File: config.mk
export PLATFORM = sky130hd
export DESIGN_NAME = adcsr_readout
export DESIGN_NICKNAME = d
export VERILOG_FILES = /design/src/adcsr_readout.v /design/src/adcsr_sync.v /design/src/adcsr_shift.v
export VERILOG_INCLUDE_DIRS = /design/src
export SDC_FILE = /design/constraint.sdc
export NUM_CORES = 1
export LEC_CHECK = 0
export BUFFER_PORTS_ARGS = -buffer_cell sky130_fd_sc_hd__buf_2
export CAP_MARGIN = 20
export CORE_UTILIZATION = 40
export CTS_CLUSTER_DIAMETER = 120
export DETAILED_ROUTE_END_ITERATION = 8
export SLEW_MARGIN = 15
export SYNTH_ARGS = -nofsm -noshare
export SYNTH_HDL_FRONTEND = slang
export SYNTH_SLANG_ARGS = --single-unit
File: constraint.sdc
create_clock -name mclk -period 3.2 [get_ports mclk]
set_clock_uncertainty 0.1 [all_clocks]
set_input_delay 0.64 -clock mclk [delete_from_list [all_inputs] [get_ports mclk]]
set_output_delay 0.64 -clock mclk [all_outputs]
set_load 0.02 [all_outputs]
File: src/adcsr_map.vh
// Constants for the converter serial readout block.
`ifndef ADCSR_MAP_VH
`define ADCSR_MAP_VH
// Result word width in bits.
`define ADCSR_WORD_BITS 16
// Conversion time in nanoseconds, figure of the converter core model.
`define ADCSR_CONV_NS 500
// Clock period of mclk in picoseconds.
`define ADCSR_MCLK_PS 4000
// Conversion cycles derived from the time and the clock rate, rounded up.
`define ADCSR_CONV_CYC ((`ADCSR_CONV_NS * 1000 + `ADCSR_MCLK_PS - 1) / `ADCSR_MCLK_PS)
// Falling edge count that ends a read without busy bit.
`define ADCSR_LAST_PLAIN 16
// Falling edge count that ends a read with busy bit.
`define ADCSR_LAST_BUSY 17
// Reset value of the result register.
`define ADCSR_RESULT_RST 16'h0000
// State codes of the readout sequencer.
`define ADCSR_ST_IDLE 2'h0
`define ADCSR_ST_CONV 2'h1
`define ADCSR_ST_READ 2'h2
`endif

File: src/adcsr_readout.v
// Serial readout of a 16-bit sampling converter in select and chain modes.
// Notes on behaviour
// - High input at convert edge: start, select, float.
// - Input level at convert edge picks the mode.
// - Conversion runs to end regardless of convert.
// - After conversion, acquire and power down.
// - Three-wire plain: convert low shows the MSB.
// - Bits change only on clock falling edges.
// - Three-wire plain: float at 16th fall or convert rise.
// - Three-wire busy: float until conversion ends.
// - Busy: drive low at end, then shift.
// - Three-wire busy: float at 17th fall or convert rise.
// - Four-wire plain: low input selects, shows MSB.
// - Four-wire plain: float at 16th fall or input rise.
// - Four-wire busy: float at 17th fall or input rise.
// - Chain: both inputs low drives output low when idle or between select reads; a chain read shows the MSB.
// - Input low at convert edge: chain, no busy.
// - Chain: MSB shown as soon as conversion ends.
// - Chain: input feeds shift register on falls.
`timescale 1ns/1ps
`include "adcsr_map.vh"
module adcsr_readout #(
	parameter WIDTH    = `ADCSR_WORD_BITS,
	parameter CONV_CYC = `ADCSR_CONV_CYC
) (
	// Clock, reset and enable.
	input  wire             mclk,
	input  wire             arst_n,
	input  wire             clk_en,
	// Pins from the host.
	input  wire             convert_start_pin,
	input  wire             serial_input_select,
	input  wire             sck,
	// Serial result output, enable low while driven.
	output reg              serial_result_out,
	output reg              serial_result_oe_n,
	// Result word from the conversion core.
	input  wire [WIDTH-1:0] conv_result,
	// Status towards the core.
	output reg              converting,
	output reg              powered_down
);
	// Synchronised pin views and their edges.
	wire cnv_lvl;
	wire cnv_rise;
	wire sdi_lvl;
	wire sdi_rise;
	wire sdi_fall;
	wire sck_lvl;
	wire sck_fall;
	wire sh_msb;

	reg [1:0]  state;        // Sequencer state.
	reg        chain_mode;   // Set when chain mode was picked.
	reg [15:0] conv_cnt;     // Cycles left in the conversion.
	reg [4:0]  fall_cnt;     // Clock falls seen in this read.
	reg        busy_mode;    // Busy bit was placed ahead of the data.
	reg        active;       // Output currently driven with data.
	reg        sh_load;      // Load the shift register this cycle.
	reg        sh_shift;     // Shift the register this cycle.

	adcsr_sync u_cnv (
		.mclk   (mclk),
		.arst_n (arst_n),
		.clk_en (clk_en),
		.pin_in (convert_start_pin),
		.level  (cnv_lvl),
		.rise   (cnv_rise),
		.fall   ()
	);

	adcsr_sync u_sdi (
		.mclk   (mclk),
		.arst_n (arst_n),
		.clk_en (clk_en),
		.pin_in (serial_input_select),
		.level  (sdi_lvl),
		.rise   (sdi_rise),
		.fall   (sdi_fall)
	);

	adcsr_sync u_sck (
		.mclk   (mclk),
		.arst_n (arst_n),
		.clk_en (clk_en),
		.pin_in (sck),
		.level  (sck_lvl),
		.rise   (),
		.fall   (sck_fall)
	);

	adcsr_shift #(
		.WIDTH (WIDTH)
	) u_shift (
		.mclk      (mclk),
		.arst_n    (arst_n),
		.clk_en    (clk_en),
		.load      (sh_load),
		.load_word (conv_result),
		.shift     (sh_shift),
		.shift_in  (chain_mode & sdi_lvl),
		.msb       (sh_msb)
	);

	// Last falling edge number for the current read.
	function [4:0] last_fall;
		input busy;
		begin
			last_fall = busy ? 5'd`ADCSR_LAST_BUSY : 5'd`ADCSR_LAST_PLAIN;
		end
	endfunction

	// Sequencer: conversion, readout and the pin drive.
	always @(posedge mclk or negedge arst_n) begin
		if (!arst_n) begin
			state              <= `ADCSR_ST_IDLE;
			chain_mode         <= 1'b0;
			conv_cnt           <= 16'h0000;
			fall_cnt           <= 5'h00;
			busy_mode          <= 1'b0;
			active             <= 1'b0;
			sh_load            <= 1'b0;
			sh_shift           <= 1'b0;
			serial_result_out  <= 1'b0;
			serial_result_oe_n <= 1'b1;
			converting         <= 1'b0;
			powered_down       <= 1'b1;
		end else if (clk_en) begin
			sh_load  <= 1'b0;
			sh_shift <= 1'b0;
			// A convert rise outside a conversion starts a new one.
			if (cnv_rise && state != `ADCSR_ST_CONV) begin
				state        <= `ADCSR_ST_CONV;
				chain_mode   <= ~sdi_lvl;
				busy_mode    <= ~sdi_lvl & sck_lvl;
				conv_cnt     <= CONV_CYC[15:0];
				converting   <= 1'b1;
				powered_down <= 1'b0;
				active       <= 1'b0;
				fall_cnt     <= 5'h00;
				serial_result_oe_n <= 1'b1;
			end else begin
				case (state)
				`ADCSR_ST_CONV: begin
					// Convert pin is ignored until the count expires.
					serial_result_oe_n <= 1'b1;
					if (conv_cnt == 16'h0001) begin
						state        <= `ADCSR_ST_READ;
						converting   <= 1'b0;
						powered_down <= 1'b1;
						sh_load      <= 1'b1;
						fall_cnt     <= 5'h00;
						if (chain_mode) begin
							// Chain shows data at once; busy never set here.
							active <= 1'b1;
						end else if (!cnv_lvl || !sdi_lvl) begin
							// Select mode busy: drive low then data follows.
							busy_mode          <= 1'b1;
							active             <= 1'b1;
							serial_result_out  <= 1'b0;
							serial_result_oe_n <= 1'b0;
						end else begin
							busy_mode <= 1'b0;
							active    <= 1'b0;
						end
					end else begin
						conv_cnt <= conv_cnt - 16'h0001;
					end
				end
				`ADCSR_ST_READ: begin
					if (chain_mode) begin
						// Data bits, then upstream data, on every fall.
						if (sck_fall) begin
							sh_shift <= 1'b1;
						end
						// While the word is being loaded the register still holds
						// stale bits, so take the MSB straight from the core word.
						if (sh_load) begin
							serial_result_out <= conv_result[WIDTH-1];
						end else begin
							serial_result_out <= sh_msb;
						end
						serial_result_oe_n <= 1'b0;
					end else if (busy_mode && active && fall_cnt == 5'h00
						&& !sck_fall) begin
						// Busy low bit held until the first fall.
						serial_result_out  <= 1'b0;
						serial_result_oe_n <= 1'b0;
						if (cnv_rise || (sdi_rise && cnv_lvl)) begin
							active             <= 1'b0;
							serial_result_oe_n <= 1'b1;
						end
					end else if (active) begin
						if (cnv_rise || (cnv_lvl && sdi_rise)) begin
							active             <= 1'b0;
							serial_result_oe_n <= 1'b1;
						end else if (sck_fall) begin
							fall_cnt <= fall_cnt + 5'h01;
							if (fall_cnt + 5'h01 == last_fall(busy_mode)) begin
								active             <= 1'b0;
								serial_result_oe_n <= 1'b1;
							end else begin
								// Plain read shifts after the MSB fall.
								if (!busy_mode || fall_cnt != 5'h00) begin
									sh_shift <= 1'b1;
								end
								serial_result_oe_n <= 1'b0;
							end
						end else begin
							serial_result_out  <= sh_msb;
							serial_result_oe_n <= 1'b0;
						end
					end else if (!busy_mode && fall_cnt == 5'h00
						&& ((!cnv_lvl && sdi_lvl) || (cnv_lvl && sdi_fall))) begin
						// Select: convert low (three-wire) or input low.
						active             <= 1'b1;
						serial_result_out  <= sh_msb;
						serial_result_oe_n <= 1'b0;
					end else if (!cnv_lvl && !sdi_lvl) begin
						serial_result_out  <= 1'b0;
						serial_result_oe_n <= 1'b0;
					end else begin
						serial_result_oe_n <= 1'b1;
					end
				end
				default: begin
					// Idle after reset: chain-style low drive when both low.
					if (!cnv_lvl && !sdi_lvl) begin
						serial_result_out  <= 1'b0;
						serial_result_oe_n <= 1'b0;
					end else begin
						serial_result_oe_n <= 1'b1;
					end
				end
				endcase
			end
		end
	end
endmodule // adcsr_readout

File: src/adcsr_sync.v
// Two-stage synchroniser with edge detection on the synchronised level.
`timescale 1ns/1ps
module adcsr_sync (
	// Clock, reset and enable.
	input  wire mclk,
	input  wire arst_n,
	input  wire clk_en,
	// Asynchronous pin and its synchronised view.
	input  wire pin_in,
	output wire level,
	output wire rise,
	output wire fall
);
	reg meta;   // First stage, read only by the second stage.
	reg sync;   // Second stage, safe to use.
	reg prev;   // Previous synchronised level.

	// Shift the pin through two flops, then keep one more for edges.
	always @(posedge mclk or negedge arst_n) begin
		if (!arst_n) begin
			meta <= 1'b0;
			sync <= 1'b0;
			prev <= 1'b0;
		end else if (clk_en) begin
			meta <= pin_in;
			sync <= meta;
			prev <= sync;
		end
	end

	assign level = sync;
	assign rise  = sync & ~prev;
	assign fall  = ~sync & prev;
endmodule // adcsr_sync

File: src/adcsr_shift.v
// Result shift register, loaded with a word and shifted MSB first.
`timescale 1ns/1ps
`include "adcsr_map.vh"
module adcsr_shift #(
	parameter WIDTH = `ADCSR_WORD_BITS
) (
	// Clock, reset and enable.
	input  wire             mclk,
	input  wire             arst_n,
	input  wire             clk_en,
	// Load and shift controls.
	input  wire             load,
	input  wire [WIDTH-1:0] load_word,
	input  wire             shift,
	input  wire             shift_in,
	// Current most significant bit.
	output wire             msb
);
	reg [WIDTH-1:0] word;   // Held result bits.

	// Load takes priority; a shift moves the word one place toward the MSB.
	always @(posedge mclk or negedge arst_n) begin
		if (!arst_n) begin
			word <= `ADCSR_RESULT_RST;
		end else if (clk_en) begin
			if (load) begin
				word <= load_word;
			end else if (shift) begin
				word <= {word[WIDTH-2:0], shift_in};
			end
		end
	end

	assign msb = word[WIDTH-1];
endmodule // adcsr_shift

==> results of run 1 <==
## placed cells by master (no fill, tap or decap), drive strengths merged, types with 8 or more instances in the layout
cell type and instances:
nand2b 8, mux2 11, or4 8, o21ai 40, buf 30, dfrtp 54
inv 15, mux2i 17, nor2 19, nand2 34, a21oi 15
## cell families after synthesis
kind of cell             count (synthesis)
multiplexers                            28
adder cells (fa/ha/maj)                  6
AND/OR/NAND/NOR                        112
XOR/XNOR                                 2
flip-flops                              56
AO/OA/AOI/OAI                           99
buffers and inverters                   34
## flip-flops by register name (all words and copies together) (netlist names), 2 cells and up
| register | count |
|---|---|
| u_shift.word | 16 |
| conv_cnt | 16 |
| state | 2 |
| fall_cnt | 5 |
## layer usage
metal / track usage, % / up-vias / wire length [microns]
met3: 3.02 / 5 / 192
met1: 23.6 / 1253 / 3390
met2: 28.6 / 38 / 3220
li1: - / 1280 / -
met4: 3.97 / 0 / 53
met5: 0 / - / 0
## where the power goes
part           leakage [uW]  switching (uW)  internal (uW)
Clock             0.0000654             235            313
Combinational      0.000721             367            282
Sequential         0.000710             174            844
Total               0.00150             776           1440
## area by class of cell
| type | count | area (sq um) |
|---|---|---|
| timing repair buffer | 30 | 163 |
| multi-input combinational | 247 | 1640 |
| sequential | 56 | 1400 |
| inverter | 17 | 63.8 |
| tap | 102 | 128 |
| clock inverter | 2 | 60.1 |
| fill | 782 | 4160 |
| clock buffer | 6 | 72.6 |
## per-stage QoR
step	hold slack (ps)	total power, uW	utilization, %	setup slack, ps	cells
finish	352	2210	45.9	706	460
global route	413	2370	45.9	343	460
CTS	366	2230	45.9	748	460
detailed placement	350	1680	44.2	769	452
global placement	349	1660	44.2	842	452
floorplan	244	1490	-	989	337
## cell usage after synthesis, types with 7 or more instances
master / count
a21oi_1: 15
clkbuf_1: 13
dfrtp_1: 54
inv_1: 15
mux2_2: 11
mux2i_1: 17
nand2_1: 34
nand2b_1: 8
nand3_1: 7
nor2_1: 19
o21ai_0: 40
or4_1: 8
## worst min path at each step
stage          cells after the start           end  slack [ps]
2_1_floorplan                      0        active         240
3_3_place_gp                       2  powered_down         350
3_5_place_dp                       2  powered_down         350
4_1_cts                            2  powered_down         370
5_1_grt                            2  powered_down         410
6_report                           2    u_sck.meta         350
==> metrics.txt, run 1 <==
Post-Route WL=6860 microns; EDFF count, synth=0; RR Endpoint=conv_cnt[15]; drt pass-1 iters=6; CP Data Required Time=3340 ps; share of layout cells above drive strength 1=17.6%; FP Rows=32; type of the worst min-delay path=input pin to async pin; area leader, netlist=dfrtp_1; Synth Area in Compound Gates=20.3%; Post-Synth Simple-Gate Area=roughly a fifth; Initial Util=41.4%; CP cell instances=inv_1 > ha_1 > clkinv_1 > a21oi_1 > o311ai_0 > or4_1 > a21oi_1; Cell Pwr Density=627 nW/um^2; Synth area leaders=dfrtp_1 43%, o21ai_0 6.3%, mux2i_1 5.4%; nets@finish=385; clk sinks=56; Worst setup SP type=register; GRT Overall Usage=between 10% and 20%; post-synthesis mux area share=9.25%; endpoints failing setup=0; Area after DPL=3400 sq um; first-pass GRT wire length=~12000 microns; top cell type's share of synthesized area=42.5%; Critical Path Start=state[1]; Critical Path End Type=register; clock slew at reported path FFs=around 100 ps; most frequent cell on the critical path=a21oi_1; CP bufs+invs=2; post-cts sizing count=0; Yosys warning count=0; FMAX=about 0.40 GHz; initial drt markers=185; Avg Cell Area, Syn=9.43 sq um; initial antenna violation count=0; CTS tree=done; CTS max path bufs=2; max incr delay on CP=460 ps; post-CTS setup buffers=0; fin crit period=2490 ps; actual slew at the worst max-slew pin=886 ps; IO Port Bufs=25; Setup TNS=0 ps; r2r setup slk=around 710 ps; CP delay by family, top=compound AO/OA/AOI/OAI gates; die span in y=91.2 microns; cts hold-fix bufs=0; largest family of logic cells by synthesized area=compound AO/OA/AOI/OAI gates; sequential fraction of the synthesis area=44.2%; Worst VDD drop=0.273 mV; # H-tree levels=2; Leak=0.00150 uW; xor and xnor area share after synthesis=0.551%; width of the die=91.2 microns; routability cong.=0.781; post-DP HPWL=4770 microns; number of global-route vias before repair=2524; total CTS buffers=5; Crit path depth=7; Post-synth ARST share=100%; Post-Synth Adder-Cell Area=2.36%; vias per cell=5.60; Cells after Synth=approximately 340; CP Data Arrival Time=between 2000 and 3000 ps; Mapped Area=3180 sq um; CP Class=register to register; routed len/inst=14.9 microns; unrepaired setup endpoints after global routing=false; I/O pin cnt=26; Slew Viols, Final=0; main flop type after synthesis=dfrtp_1; # diodes=0; grt total ovfl=0; #FFs+latches synth=56; area grow syn2layout=11.1%; critical path fanouts, max=10; CP max stage cell=or4_1; Reg2Reg Depth=7; syn_nets=365; total core area=7690 sq um; Final Cycle Share=77.9%; Root Driver=clkbuf_8; clock latency on the worst-skew pair=310 ps; Max-Cap Viols=0; total number of vias=2576; launching point of the worst reg2reg path=state[1]; Final Instance Area=3530 sq um; Antenna Violating Nets Remaining=0; Hold Fails Final Rpt=0; pin count of the biggest net entering global routing=57; DRC Markers=0; total die area=slightly above 8000 sq um; status=complete, no violations; synth unique cells=57; critical path endpoint=conv_cnt[15]; Slew Limit Headroom=between 40% and 50%
No activity file was read; power rests on OpenSTA's default activity.
==> inputs of run 2 (changes only) <==
==> constraint.sdc (replaced) <==
create_clock -name mclk -period 2.46 [get_ports mclk]
set_clock_uncertainty 0.1 [all_clocks]
set_input_delay 0.492 -clock mclk [delete_from_list [all_inputs] [get_ports mclk]]
set_output_delay 0.492 -clock mclk [all_outputs]
set_load 0.02 [all_outputs]
==> metrics.txt, run 2 (synthesis gave the netlist of run 1 again) <==
die span in y=91.2 microns (unchanged); launching point of the worst reg2reg path=fall_cnt[0]; initial antenna violation count=0 (unchanged); clock slew at reported path FFs=110 ps (about the same); critical path endpoint=active; Cell Pwr Density=777 nW/um^2 (+24%); Worst setup SP type=register; # H-tree levels=2 (unchanged); Initial Util=41.4% (unchanged); drt pass-1 iters=4 (-2); clk sinks=56 (unchanged); clock latency on the worst-skew pair=320 ps (about the same); commonest non-fill, non-tap cell in the layout=dfrtp_1; Multi-input gate area=1640 sq um (unchanged); Post-Route WL=7050 microns (+2.8%); fin crit period=2350 ps (-147 ps); grt total ovfl=0 (unchanged); Critical Path End Type=register; Antenna Violating Nets Remaining=0 (unchanged); # diodes=0 (unchanged); CP delay by family, top=simple AND/OR/NAND/NOR gates; FP Rows=32 (unchanged); Reg2Reg Depth=6 (-1); actual slew at the worst max-slew pin=557 ps (-329 ps); vias per cell=5.62 (+0.33%); first-pass GRT wire length=12200 microns (+3.9%); CTS max path bufs=2 (unchanged); # fillers=751 (-4.0%); routed len/inst=14.9 microns (+0.18%); IO Port Bufs=25 (unchanged); nets@finish=397 (+3.1%); type of the worst min-delay path=input pin to async pin; commonest non-fill, non-tap cells in the layout=54 x dfrtp_1, 39 x o21ai_0, 34 x nand2_1; total CTS buffers=5 (unchanged); DRC Markers=0 (unchanged); routability cong.=0.879 (+12%); endpoints failing setup=0 (unchanged); Worst VDD drop=0.332 mV (+21%); Crit path depth=6 (-1); Max-Cap Viols=0 (unchanged); Root Driver=clkbuf_8; total number of vias=2652 (+3.0%); top flop regs=conv_cnt: 16 flops, u_shift.word: 16 flops, fall_cnt: 5 flops; Reg area=1400 sq um (unchanged); total core area=7690 sq um (unchanged); r2r setup slk=110 ps (-590 ps); max incr delay on CP=530 ps (+70 ps); width of the die=91.2 microns (unchanged); CP Class=register to register; Slew Limit Headroom=62.3% (+22 points); CTS tree=done; FMAX=0.426 GHz (+6.3%); number of global-route vias before repair=2563 (+1.5%); CP Data Required Time=2580 ps (-760 ps); Slew Viols, Final=0 (unchanged); total die area=8310 sq um (unchanged); critical path fanouts, max=6 (-4); I/O pin cnt=26 (unchanged); Hold Fails Final Rpt=0 (unchanged); unrepaired setup endpoints after global routing=false; CP bufs+invs=0 (-2); GRT Overall Usage=18.0% (+0.76 points); post-DP HPWL=5100 microns (+6.9%); CP Data Arrival Time=2470 ps (-160 ps); status=complete, no violations; share of layout cells above drive strength 1=20.5% (+2.9 points); area grow syn2layout=13.3%; initial drt markers=159 (-14%); Setup TNS=0 ps (unchanged); CP max stage cell=or4_1; Leak=0.00154 uW (+3.1%); Critical Path Start=fall_cnt[0]; Final Cycle Share=95.4% (+17 points); RR Endpoint=active; pin count of the biggest net entering global routing=36 (-37%); CP cell instances=ha_1 > and2b_1 > or4_1 > nor3_1 > o22ai_1 > mux2_2; power consumption=2800 uW (+26%)
[run 2: worst min-delay path by stage]
stage / startpoint / to / cells after the start
after floorplan: arst_n / active / 0
after global placement: powered_down / powered_down / 2
after detailed placement: u_cnv.meta / u_cnv.level / 2
after CTS: arst_n / fall_cnt[0] / 1
after global routing: arst_n / fall_cnt[0] / 1
final: arst_n / fall_cnt[0] / 1
[run 2: stage by stage]
| step | hold WS, ps | cell area [sq um] | util [%] | cells | setup slack, ps |
|---|---|---|---|---|---|
| 2_1_floorplan | 96.4 | 3180 | - | 337 | 269 |
| 3_3_place_gp | 358 | 3490 | 45.4 | 462 | 92.2 |
| 3_5_place_dp | 367 | 3490 | 45.4 | 462 | 84.7 |
| 4_1_cts | 74.3 | 3580 | 46.6 | 470 | 65.2 |
| 5_1_grt | 90.3 | 3600 | 46.9 | 472 | 27.5 |
| 6_report | 40.3 | 3600 | 46.9 | 472 | 113 |
[run 2: timing repair]
item / in CTS / in global routing
buffers inserted: 0 / 1
gates resized for setup: 0 / 1
endpoints found under the setup margin: 0 / 4
hold buffers: 0 / 0
[run 2: metal layers]
metal,up-vias,global-route usage [%],routed length [microns]
li1,1308,-,-
met5,-,0,0
met2,56,29.8,3280
met1,1282,24.4,3430
met3,6,3.10,283
met4,0,5.03,63
[run 2: cell type report]
type,instances,share of cell area (%)
clock inverters,3,0.764
inverters,17,1.77
clock buffers,5,1.91
well taps,102,3.54
repair buffers,42,7.47
flip-flops and latches,56,39.0
multi-input cells,247,45.6
[run 2: where the power goes]
part	internal [uW]	leakage, uW	switching, uW
registers	1100	0.000710	195
logic	421	0.000786	532
clock network	210	0.0000463	342
